--- config.mk ---
export PLATFORM = sky130hd
export DESIGN_NAME = tscd_top
export DESIGN_NICKNAME = d
export VERILOG_FILES = /design/src/pkg/tscd_pkg.sv /design/src/pkg/tscd_sync_if.sv /design/src/rtl/tscd_strap_sync.sv /design/src/rtl/tscd_top.sv
export VERILOG_INCLUDE_DIRS = /design/src /design/src/pkg
export SDC_FILE = /design/constraint.sdc
export NUM_CORES = 1
export LEC_CHECK = 0
export ABC_AREA = 1
export BUFFER_PORTS_ARGS = -buffer_cell sky130_fd_sc_hd__buf_2
export CORE_MARGIN = 2
export CORE_UTILIZATION = 55
export CTS_CLUSTER_SIZE = 10
export DETAILED_ROUTE_END_ITERATION = 10
export PLACE_DENSITY = 0.85
export SYNTH_ARGS = -nofsm -noshare
export SYNTH_HDL_FRONTEND = slang
export SYNTH_SLANG_ARGS = --single-unit
--- constraint.sdc ---
create_clock -name clk -period 3 [get_ports clk]
set_input_delay 0.6 -clock clk [delete_from_list [all_inputs] [get_ports clk]]
set_output_delay 0.6 -clock clk [all_outputs]
set_load 0.02 [all_outputs]
--- src/pkg/tscd_defs.svh ---
// constants and encodings for the transceiver strap decoder
`ifndef TSCD_DEFS_SVH
`define TSCD_DEFS_SVH

`define TSCD_RATE_FULL    3'h0
`define TSCD_RATE_HALF    3'h1
`define TSCD_RATE_QUARTER 3'h2
`define TSCD_RATE_EIGHTH  3'h3
`define TSCD_RATE_SW      3'h4
`define TSCD_RATE_SENSE   3'h5
`define TSCD_RATE_SENSE_M 3'h6
`define TSCD_RATE_SLAVE   3'h7

`define TSCD_PA_HI        4
`define TSCD_PA_LO        1
`define TSCD_PA_CHAN      0
`define TSCD_CHAN_A       1'h0
`define TSCD_CHAN_B       1'h1

`define TSCD_SETTLE_LAST  2'h3
`define TSCD_SPEED_W      2
`define TSCD_STRAP_W      13

`endif

--- src/pkg/tscd_pkg.sv ---
// types shared by the strap decoder modules
package tscd_pkg;

  typedef struct packed {
    logic [4:0] portAddr;
    logic       refPick;
    logic [2:0] rateA;
    logic [2:0] rateB;
    logic       clkOutSel;
  } tscd_strap_t;

  typedef enum logic [0:0] {
    TSCD_SETTLE = 1'b0,
    TSCD_RUN    = 1'b1
  } tscd_phase_t;

endpackage

--- src/pkg/tscd_sync_if.sv ---
// strap levels before and after the two-stage synchroniser
`timescale 1ns/100ps
interface tscd_sync_if;
  import tscd_pkg::*;
  tscd_strap_t rawStrap;
  tscd_strap_t syncStrap;
  modport producer (input rawStrap, output syncStrap);
  modport consumer (output rawStrap, input syncStrap);
endinterface // tscd_sync_if

--- src/rtl/tscd_strap_sync.sv ---
// two flip-flop synchroniser for the strap pins
`timescale 1ns/100ps
module tscd_strap_sync (
  input  wire logic   clk,
  input  wire logic   srst,
  tscd_sync_if.producer sync
);
  import tscd_pkg::*;

  typedef struct packed {
    tscd_strap_t stage1;
    tscd_strap_t stage2;
  } tscd_sync_state_t;

  tscd_sync_state_t state_q;
  tscd_sync_state_t state_d;

  always_comb begin
    state_d        = state_q;
    state_d.stage1 = sync.rawStrap;
    state_d.stage2 = state_q.stage1;
  end

  always_ff @(posedge clk) begin
    if (srst) begin
      state_q <= '0;
    end else begin
      state_q <= state_d;
    end
  end

  assign sync.syncStrap = state_q.stage2;
endmodule // tscd_strap_sync

--- src/rtl/tscd_top.sv ---
// strap decoder: address match, reference clock pick, channel A rate mode
`timescale 1ns/100ps
`include "tscd_defs.svh"
module tscd_top (
  input  wire logic       clk,
  input  wire logic       srst,
  input  wire logic [4:0] portAddressStrap,
  input  wire logic       chanARefclkPick,
  input  wire logic [2:0] rateAStrap,
  input  wire logic [2:0] rateBStrap,
  input  wire logic       clkOutSelPin,
  input  wire logic       swRefclkPick,
  input  wire logic       swClkOutSel,
  input  wire logic [1:0] swRate,
  input  wire logic [1:0] chanARegRate,
  input  wire logic [1:0] chanASenseRate,
  input  wire logic [1:0] chanBSenseRate,
  input  wire logic       phyAddrValid,
  input  wire logic [4:0] inbandPhyAddressField,
  output logic            strapsReady,
  output logic            mgmtRespond,
  output logic            mgmtChanB,
  output logic            refClockOneSel,
  output logic [1:0]      chanARate,
  output logic            chanASwRate,
  output logic            chanASenseOn,
  output logic            chanAFollowB,
  output logic            clkOutSelApplies,
  output logic            clkOutFromChanB,
  output logic            strapConflict
);
  import tscd_pkg::*;

  typedef struct packed {
    tscd_phase_t phase;
    logic [1:0]  settleCnt;
    tscd_strap_t held;
    logic        respond;
    logic        chanB;
    logic        refOne;
    logic [1:0]  rate;
    logic        swMode;
    logic        senseOn;
    logic        followB;
    logic        selApplies;
    logic        outB;
    logic        conflict;
  } tscd_state_t;

  tscd_state_t state_q;
  tscd_state_t state_d;
  tscd_sync_if strapBus ();

  assign strapBus.rawStrap = '{portAddr:  portAddressStrap,
                               refPick:   chanARefclkPick,
                               rateA:     rateAStrap,
                               rateB:     rateBStrap,
                               clkOutSel: clkOutSelPin};

  tscd_strap_sync u_sync (
    .clk  (clk),
    .srst (srst),
    .sync (strapBus.producer)
  );

  // decoded views of the captured straps
  logic bSensing;
  logic aSenseMaster;
  logic bSenseMaster;
  logic bothSlave;
  logic bothMaster;
  logic strapBitZero;
  logic addrMatch;
  logic selPick;

  always_comb begin
    state_d = state_q;
    // straps only settle after reset; capture once, then hold as static
    case (state_q.phase)
      TSCD_SETTLE: begin
        state_d.settleCnt = state_q.settleCnt + 2'h1;
        if (state_q.settleCnt == `TSCD_SETTLE_LAST) begin
          state_d.held  = strapBus.syncStrap;
          state_d.phase = TSCD_RUN;
        end else begin
          state_d.phase = TSCD_SETTLE;
        end
      end
      TSCD_RUN: begin
        state_d.phase = TSCD_RUN;
      end
      default: begin
        state_d.phase = TSCD_SETTLE;
      end
    endcase

    bSensing     = (state_q.held.rateB == `TSCD_RATE_SENSE) ||
                   (state_q.held.rateB == `TSCD_RATE_SENSE_M);
    aSenseMaster = (state_q.held.rateA == `TSCD_RATE_SENSE_M);
    bSenseMaster = (state_q.held.rateB == `TSCD_RATE_SENSE_M);
    bothSlave    = (state_q.held.rateA == `TSCD_RATE_SLAVE) &&
                   (state_q.held.rateB == `TSCD_RATE_SLAVE);
    bothMaster   = aSenseMaster && bSenseMaster;
    strapBitZero = state_q.held.portAddr[`TSCD_PA_CHAN];
    // software bit ORed with pin; pin is held low when software picks
    selPick      = state_q.held.clkOutSel | swClkOutSel;
    // strap bit 0 deliberately left out of the compare
    addrMatch    = (inbandPhyAddressField[`TSCD_PA_HI:`TSCD_PA_LO] ==
                    state_q.held.portAddr[`TSCD_PA_HI:`TSCD_PA_LO]);

    // answer is high for each matching valid cycle once straps are captured, one cycle later; channel bit holds until next access
    if (phyAddrValid && (state_q.phase == TSCD_RUN)) begin
      state_d.respond = addrMatch;
    end else begin
      state_d.respond = 1'h0;
    end
    if (phyAddrValid) begin
      state_d.chanB = inbandPhyAddressField[`TSCD_PA_CHAN];
    end else begin
      state_d.chanB = state_q.chanB;
    end

    if (state_q.held.refPick || swRefclkPick) begin
      state_d.refOne = 1'h1;
    end else begin
      state_d.refOne = 1'h0;
    end

    // one rate value serves transmit and receive alike; a channel B
    // master sensing mode takes the output clock away from the pin
    case (state_q.held.rateA)
      `TSCD_RATE_FULL, `TSCD_RATE_HALF,
      `TSCD_RATE_QUARTER, `TSCD_RATE_EIGHTH: begin
        state_d.rate       = state_q.held.rateA[1:0];
        state_d.swMode     = 1'h0;
        state_d.senseOn    = 1'h0;
        state_d.followB    = 1'h0;
        state_d.selApplies = !bSenseMaster;
      end
      `TSCD_RATE_SW: begin
        state_d.rate       = swRate;
        state_d.swMode     = 1'h1;
        state_d.senseOn    = 1'h0;
        state_d.followB    = 1'h0;
        state_d.selApplies = !bSenseMaster;
      end
      `TSCD_RATE_SENSE: begin
        state_d.rate       = chanASenseRate;
        state_d.swMode     = 1'h0;
        state_d.senseOn    = 1'h1;
        state_d.followB    = 1'h0;
        state_d.selApplies = !bSenseMaster;
      end
      `TSCD_RATE_SENSE_M: begin
        state_d.rate       = chanASenseRate;
        state_d.swMode     = 1'h0;
        state_d.senseOn    = 1'h1;
        state_d.followB    = 1'h0;
        state_d.selApplies = 1'h0;
      end
      `TSCD_RATE_SLAVE: begin
        // channel A slaves to channel B only while channel B senses
        state_d.swMode  = 1'h0;
        state_d.senseOn = 1'h0;
        if (bSensing) begin
          state_d.rate       = chanBSenseRate;
          state_d.followB    = 1'h1;
          state_d.selApplies = 1'h0;
        end else begin
          state_d.rate       = chanARegRate;
          state_d.followB    = 1'h0;
          state_d.selApplies = 1'h1;
        end
      end
      default: begin
        state_d.rate       = state_q.held.rateA[1:0];
        state_d.swMode     = 1'h0;
        state_d.senseOn    = 1'h0;
        state_d.followB    = 1'h0;
        state_d.selApplies = 1'h1;
      end
    endcase

    // output clock source; channel A in 110 wins over everything else
    if (aSenseMaster) begin
      state_d.outB = `TSCD_CHAN_A;
    end else if (bSenseMaster) begin
      state_d.outB = `TSCD_CHAN_B;
    end else if (state_d.followB) begin
      state_d.outB = `TSCD_CHAN_B;
    end else begin
      state_d.outB = selPick;
    end

    // flags strap combinations the board is forbidden to use
    if ((state_q.phase == TSCD_RUN) &&
        (bothSlave || bothMaster || strapBitZero)) begin
      state_d.conflict = 1'h1;
    end else begin
      state_d.conflict = 1'h0;
    end
  end

  // reset clears the captured straps so every reset captures them anew
  always_ff @(posedge clk) begin
    if (srst) begin
      state_q <= '0;
    end else begin
      state_q <= state_d;
    end
  end

  // every output comes straight from a state flop
  assign strapsReady      = (state_q.phase == TSCD_RUN);
  assign mgmtRespond      = state_q.respond;
  assign mgmtChanB        = state_q.chanB;
  assign refClockOneSel   = state_q.refOne;
  assign chanARate        = state_q.rate;
  assign chanASwRate      = state_q.swMode;
  assign chanASenseOn     = state_q.senseOn;
  assign chanAFollowB     = state_q.followB;
  assign clkOutSelApplies = state_q.selApplies;
  assign clkOutFromChanB  = state_q.outB;
  assign strapConflict    = state_q.conflict;
endmodule // tscd_top

Word level (Yosys, flattened, before mapping)
Cells that the tools add are included.
Storage, ports and cells
  bits in read-only memories: 0
  word-level logic and storage cells: 66
  register bits: 53
  bits in latches: 0
  bits of input ports: 31
  output and inout bits: 12
  memories: 0
  RAM bits: 0
Cells by class
  equal/unequal tests: 12
  div/mod/pow operators: 0
  shift operators: 0
  reduce and logical (&&, ||, !) cells: 14
  multiplexer cells: 9
  order comparisons: 0
  bitwise operators: 3
  multipliers: 0
  add/sub/neg operators: 1
Operators by type and width (number)
  $pmux 6 s5: 1
  $eq 3x3->1 const B: 7
  $eq 3x2->1 const B: 2
  $mux 1: 5
  $eq 4x4->1: 1
  $logic_and 1x1->1: 4
  $logic_or 1x1->1: 4
  $mux 2: 2
  $reduce_or 2->1: 2
  $reduce_or 4->1: 1
  $eq 3x1->1 const B: 1
  $logic_not 3->1: 1
  $add 2x1->2 const B: 1
  $eq 2x2->1 const B: 1
  $not 1->1: 2
  $pmux 1 s2: 1
  $reduce_and 2->1: 1
  $logic_not 1->1: 1
  $or 1x1->1: 1

Depth between registers and ports, before layout
  depth after elaboration: 6
  depth in mapped cells: 7
  gate-level depth less buffers: 7

Hierarchy
Synthesis repeated with hierarchy kept, for this count alone.
Second synthesis, totals
  cell total of the unflattened synthesis: 222
  area, all modules: 1858.0 um^2
Modules (own cells, without submodules)
  tscd_top: area each 1106.1 um^2, cells an instance 141, times used 1
  tscd_strap_sync: area each 752.0 um^2, cells an instance 81, times used 1

Worst setup path after synthesis
Ideal clock, no wire load.
  path kind: in2reg
  start point: input srst
  end point: register state_q, in the netlist chanARate[1]
  buffers on the path: 2
  library setup time: 64 ps
  cell stages on the path: 5
  arrival time: 1196 ps
  path slack: 1740 ps
  data required time: 2936 ps
  path through: buf_6 -> inv_2 -> clkbuf_1 -> o21ai_0 -> nor2_1
RTL lines
  start, declared: RTL line tscd_top.sv:6  | input wire logic srst,
  end signal, assigned: RTL line tscd_top.sv:209  | state_q <= state_d;
  end, declared: RTL line tscd_top.sv:50  | tscd_state_t state_q;

Worst setup path after layout
  start point: register state_q, in the netlist strapsReady
  end point: output strapsReady
RTL lines
  end, declared: RTL line tscd_top.sv:20  | output logic strapsReady,
No word-level cell between the ends.

==> results_dict.tcl <==
set metrics [dict create \
    required_ps 2400 \
    cp_max_fo 5 \
    critPathBufInv 1 \
    worst_path_max_delay_cell "dfxtp_1" \
    chipWidth_um 61.63 \
    slew_headroom 0.7983 \
    pre_cts_ws_ps 1582 \
    via_per_inst 4.502 \
    fin_cells 309 \
    drt-total-wl_mm 2.860 \
    switching_share 0.2785 \
    grt_pass1_wl_mm 4.581 \
    ioPinCount 43 \
    fin_area_um2 2116 \
    clk_path_buf_depth 2 \
    htree_levels 2 \
    place.port_buffers 42 \
    gp_congestion 0.8075 \
    fillers 280 \
    avgSynthCellArea_um2 8.229 \
    synth_cell_types 21 \
    ys_ff_latch 53 \
    holdCritStartpoint "u_sync.state_d[8]" \
    cts.sinks 53 \
    cts_hold_buffers 0 \
    max_stage_delay_ps 470 \
    drt-initial-drc-count 45 \
    grt_usage 0.1657 \
    p_leak_nw 1.063 \
    r2r-start "state_q[25]" \
    clk_latency_ps 370 \
    crit_start "strapsReady" \
    clockRootBuffer "clkbuf_4" \
    holdCritPathClass "flip-flop to flip-flop" \
    die-area_um2 3798 \
    combPwrFrac 0.128 \
    rsz0062_at_grt "no" \
    core.rowCount 20 \
    fmax_mhz 610.4 \
    final.setup.tns_ps 0 \
    dr.pass1.iters 4 \
    peakVddDrop_v 0.0003932 \
    clock-skew-final_ps 20.08 \
    p_seq_frac 0.624 \
    place_area_um2 2053 \
    area_growth_pct 15.82 \
    p_int_uw 923.5 \
    grt_max_degree 19 \
    postCtsSetupRepairBufs 0 \
    synth_warnings 0 \
    diodes 0 \
    final_nets 296 \
    cts_tree "built" \
    worstSetupEndpointType "output pin" \
    utilization 0.6819 \
    clockPowerShare 0.248 \
    hold_viol_final 0 \
    start_util 0.5887 \
    syn-cell-area_um2 1827 \
    power_density_nw_per_um2 605.0 \
    num_vias 1391 \
    setup_ws_ps 1362 \
    syn_inst 222 \
    drive_gt1_frac 0.2189 \
    cp.arrival_ps 1040 \
    report.final.slew_viol_count 0 \
    status "completed" \
    path_cells "buf_2" \
    p_sw_uw 356.4 \
    cp-start-kind "flip-flop" \
    grt_remaining_overflow 0 \
    min_period_ps 1638 \
    numCtsBuffers 5 \
    post_cts_resized 0 \
    tightest_slew_ps 302.6 \
    drcViolationCount 0 \
    dieHeight_um 61.63 \
    cts.clk_slew.worst_paths_ps 150 \
    antenna_found_initial 0 \
    setup_viol 0 \
    seq_area_frac_synth 0.5808 \
    grt_pass1_vias 1118 \
    dp_cells 301 \
    dp_hpwl_mm 2.067 \
    antenna_left 0 \
    drv_cap 0 \
    period_share 0.5461 \
    crit_type "flip-flop to output pin" \
    wl_per_cell_um 9.256 \
    cp_top_family "flip-flops" \
    core_region_area_um2 3103 \
    synthesis.nets 254 \
]
through the flow:
stage          power [mW]  hold WS (ps)
3_3_place_gp       0.9700         390.9
4_1_cts             1.289         394.2
2_1_floorplan      0.9278         388.3
3_5_place_dp       0.9776         395.5
5_1_grt             1.353         398.2
6_report            1.280         389.8
cell usage in the layout (no fill, tap or decap), drive strengths merged, types with 2 or more instances in the layout:
cell	count
buf	43
inv	39
xor2	4
o21ai	17
dfxtp	53
nand3	12
clkbuf	5
nor2	60
nor4	2
nand2	14
a21oi	10
cells in the mapped netlist, drive strengths merged:
cell type / instances / area (µm²)
clkbuf: 4 / 15.01
xor2: 4 / 35.03
nor2: 60 / 242.7
ha: 1 / 12.51
nor4: 2 / 12.51
buf: 4 / 31.27
a31oi: 1 / 6.260
nand3: 12 / 60.06
o21ai: 17 / 85.08
inv: 38 / 142.6
a21oi: 10 / 50.05
nand4: 1 / 6.260
dfxtp: 53 / 1061
xnor2: 1 / 8.760
nand2: 14 / 57.55
power by group through the flow:
stage,logic (mW),clock network (mW),registers [mW]
global route,0.189,0.358,0.806
detailed placement,0.163,0,0.814
floorplan,0.112,0,0.816
CTS,0.166,0.325,0.799
global placement,0.159,0,0.811
finish,0.163,0.318,0.799
worst register-to-register path: stages (launching register included):
cell	delay (ps)
dfxtp_1	380
ha_1	150
inv_1	70
nor2_4	190
inv_2	170
o21ai_0	230
a21oi_1	70
path summary, 6_finish.rpt:
| kind | slack, ps | end | cells past startpoint |
|---|---|---|---|
| worst min register to register | 390 | u_sync.sync.syncStrap[8] | 2 |
| worst max register to register | 1650 | state_q[16] | 6 |
| worst max-delay path | 1360 | strapsReady | 1 |
| worst min-delay path | 390 | u_sync.sync.syncStrap[8] | 2 |
cells by family after synthesis:
| kind of cell | synth area share |
|---|---|
| AND/OR/NAND/NOR | 0.2075 |
| flip-flops | 0.5808 |
| buffers and inverters | 0.1034 |
| AO/OA/AOI/OAI | 0.07740 |
| XOR/XNOR | 0.02397 |
| adder cells (fa/ha/maj) | 0.006848 |
routing by layer:
layer / wire length [µm] / share of wire / track usage / up-vias
met5: 0 / 0 / 0 / -
met4: 21 / 0.0073 / 0.05471 / 0
met3: 177 / 0.062 / 0.05462 / 4
met2: 1328 / 0.46 / 0.2797 / 41
met1: 1332 / 0.47 / 0.1987 / 585
li1: - / - / - / 761
registers in the layout, indices dropped and copies added (netlist names):
| name | count |
|---|---|
| u_sync.state_d | 13 |
| u_sync.sync.syncStrap | 13 |
| mgmtChanB | 1 |
| state_q | 15 |
| chanAFollowB | 1 |
| refClockOneSel | 1 |
| strapsReady | 1 |
| chanARate | 2 |
| clkOutSelApplies | 1 |
| clkOutFromChanB | 1 |
| chanASenseOn | 1 |
| mgmtRespond | 1 |
| chanASwRate | 1 |
| strapConflict | 1 |
area by class of cell:
| type | count | area [µm²] | share of cell area |
|---|---|---|---|
| tap | 44 | 55.05 | 0.02602 |
| clock buffer | 5 | 37.54 | 0.01774 |
| sequential | 53 | 1061 | 0.5015 |
| clock inverter | 3 | 25.02 | 0.01183 |
| multi-input combinational | 123 | 576.8 | 0.2726 |
| timing repair buffer | 43 | 217.7 | 0.1029 |
| inverter | 38 | 142.6 | 0.06742 |
Note: power is estimated with default switching activity, not from simulation.
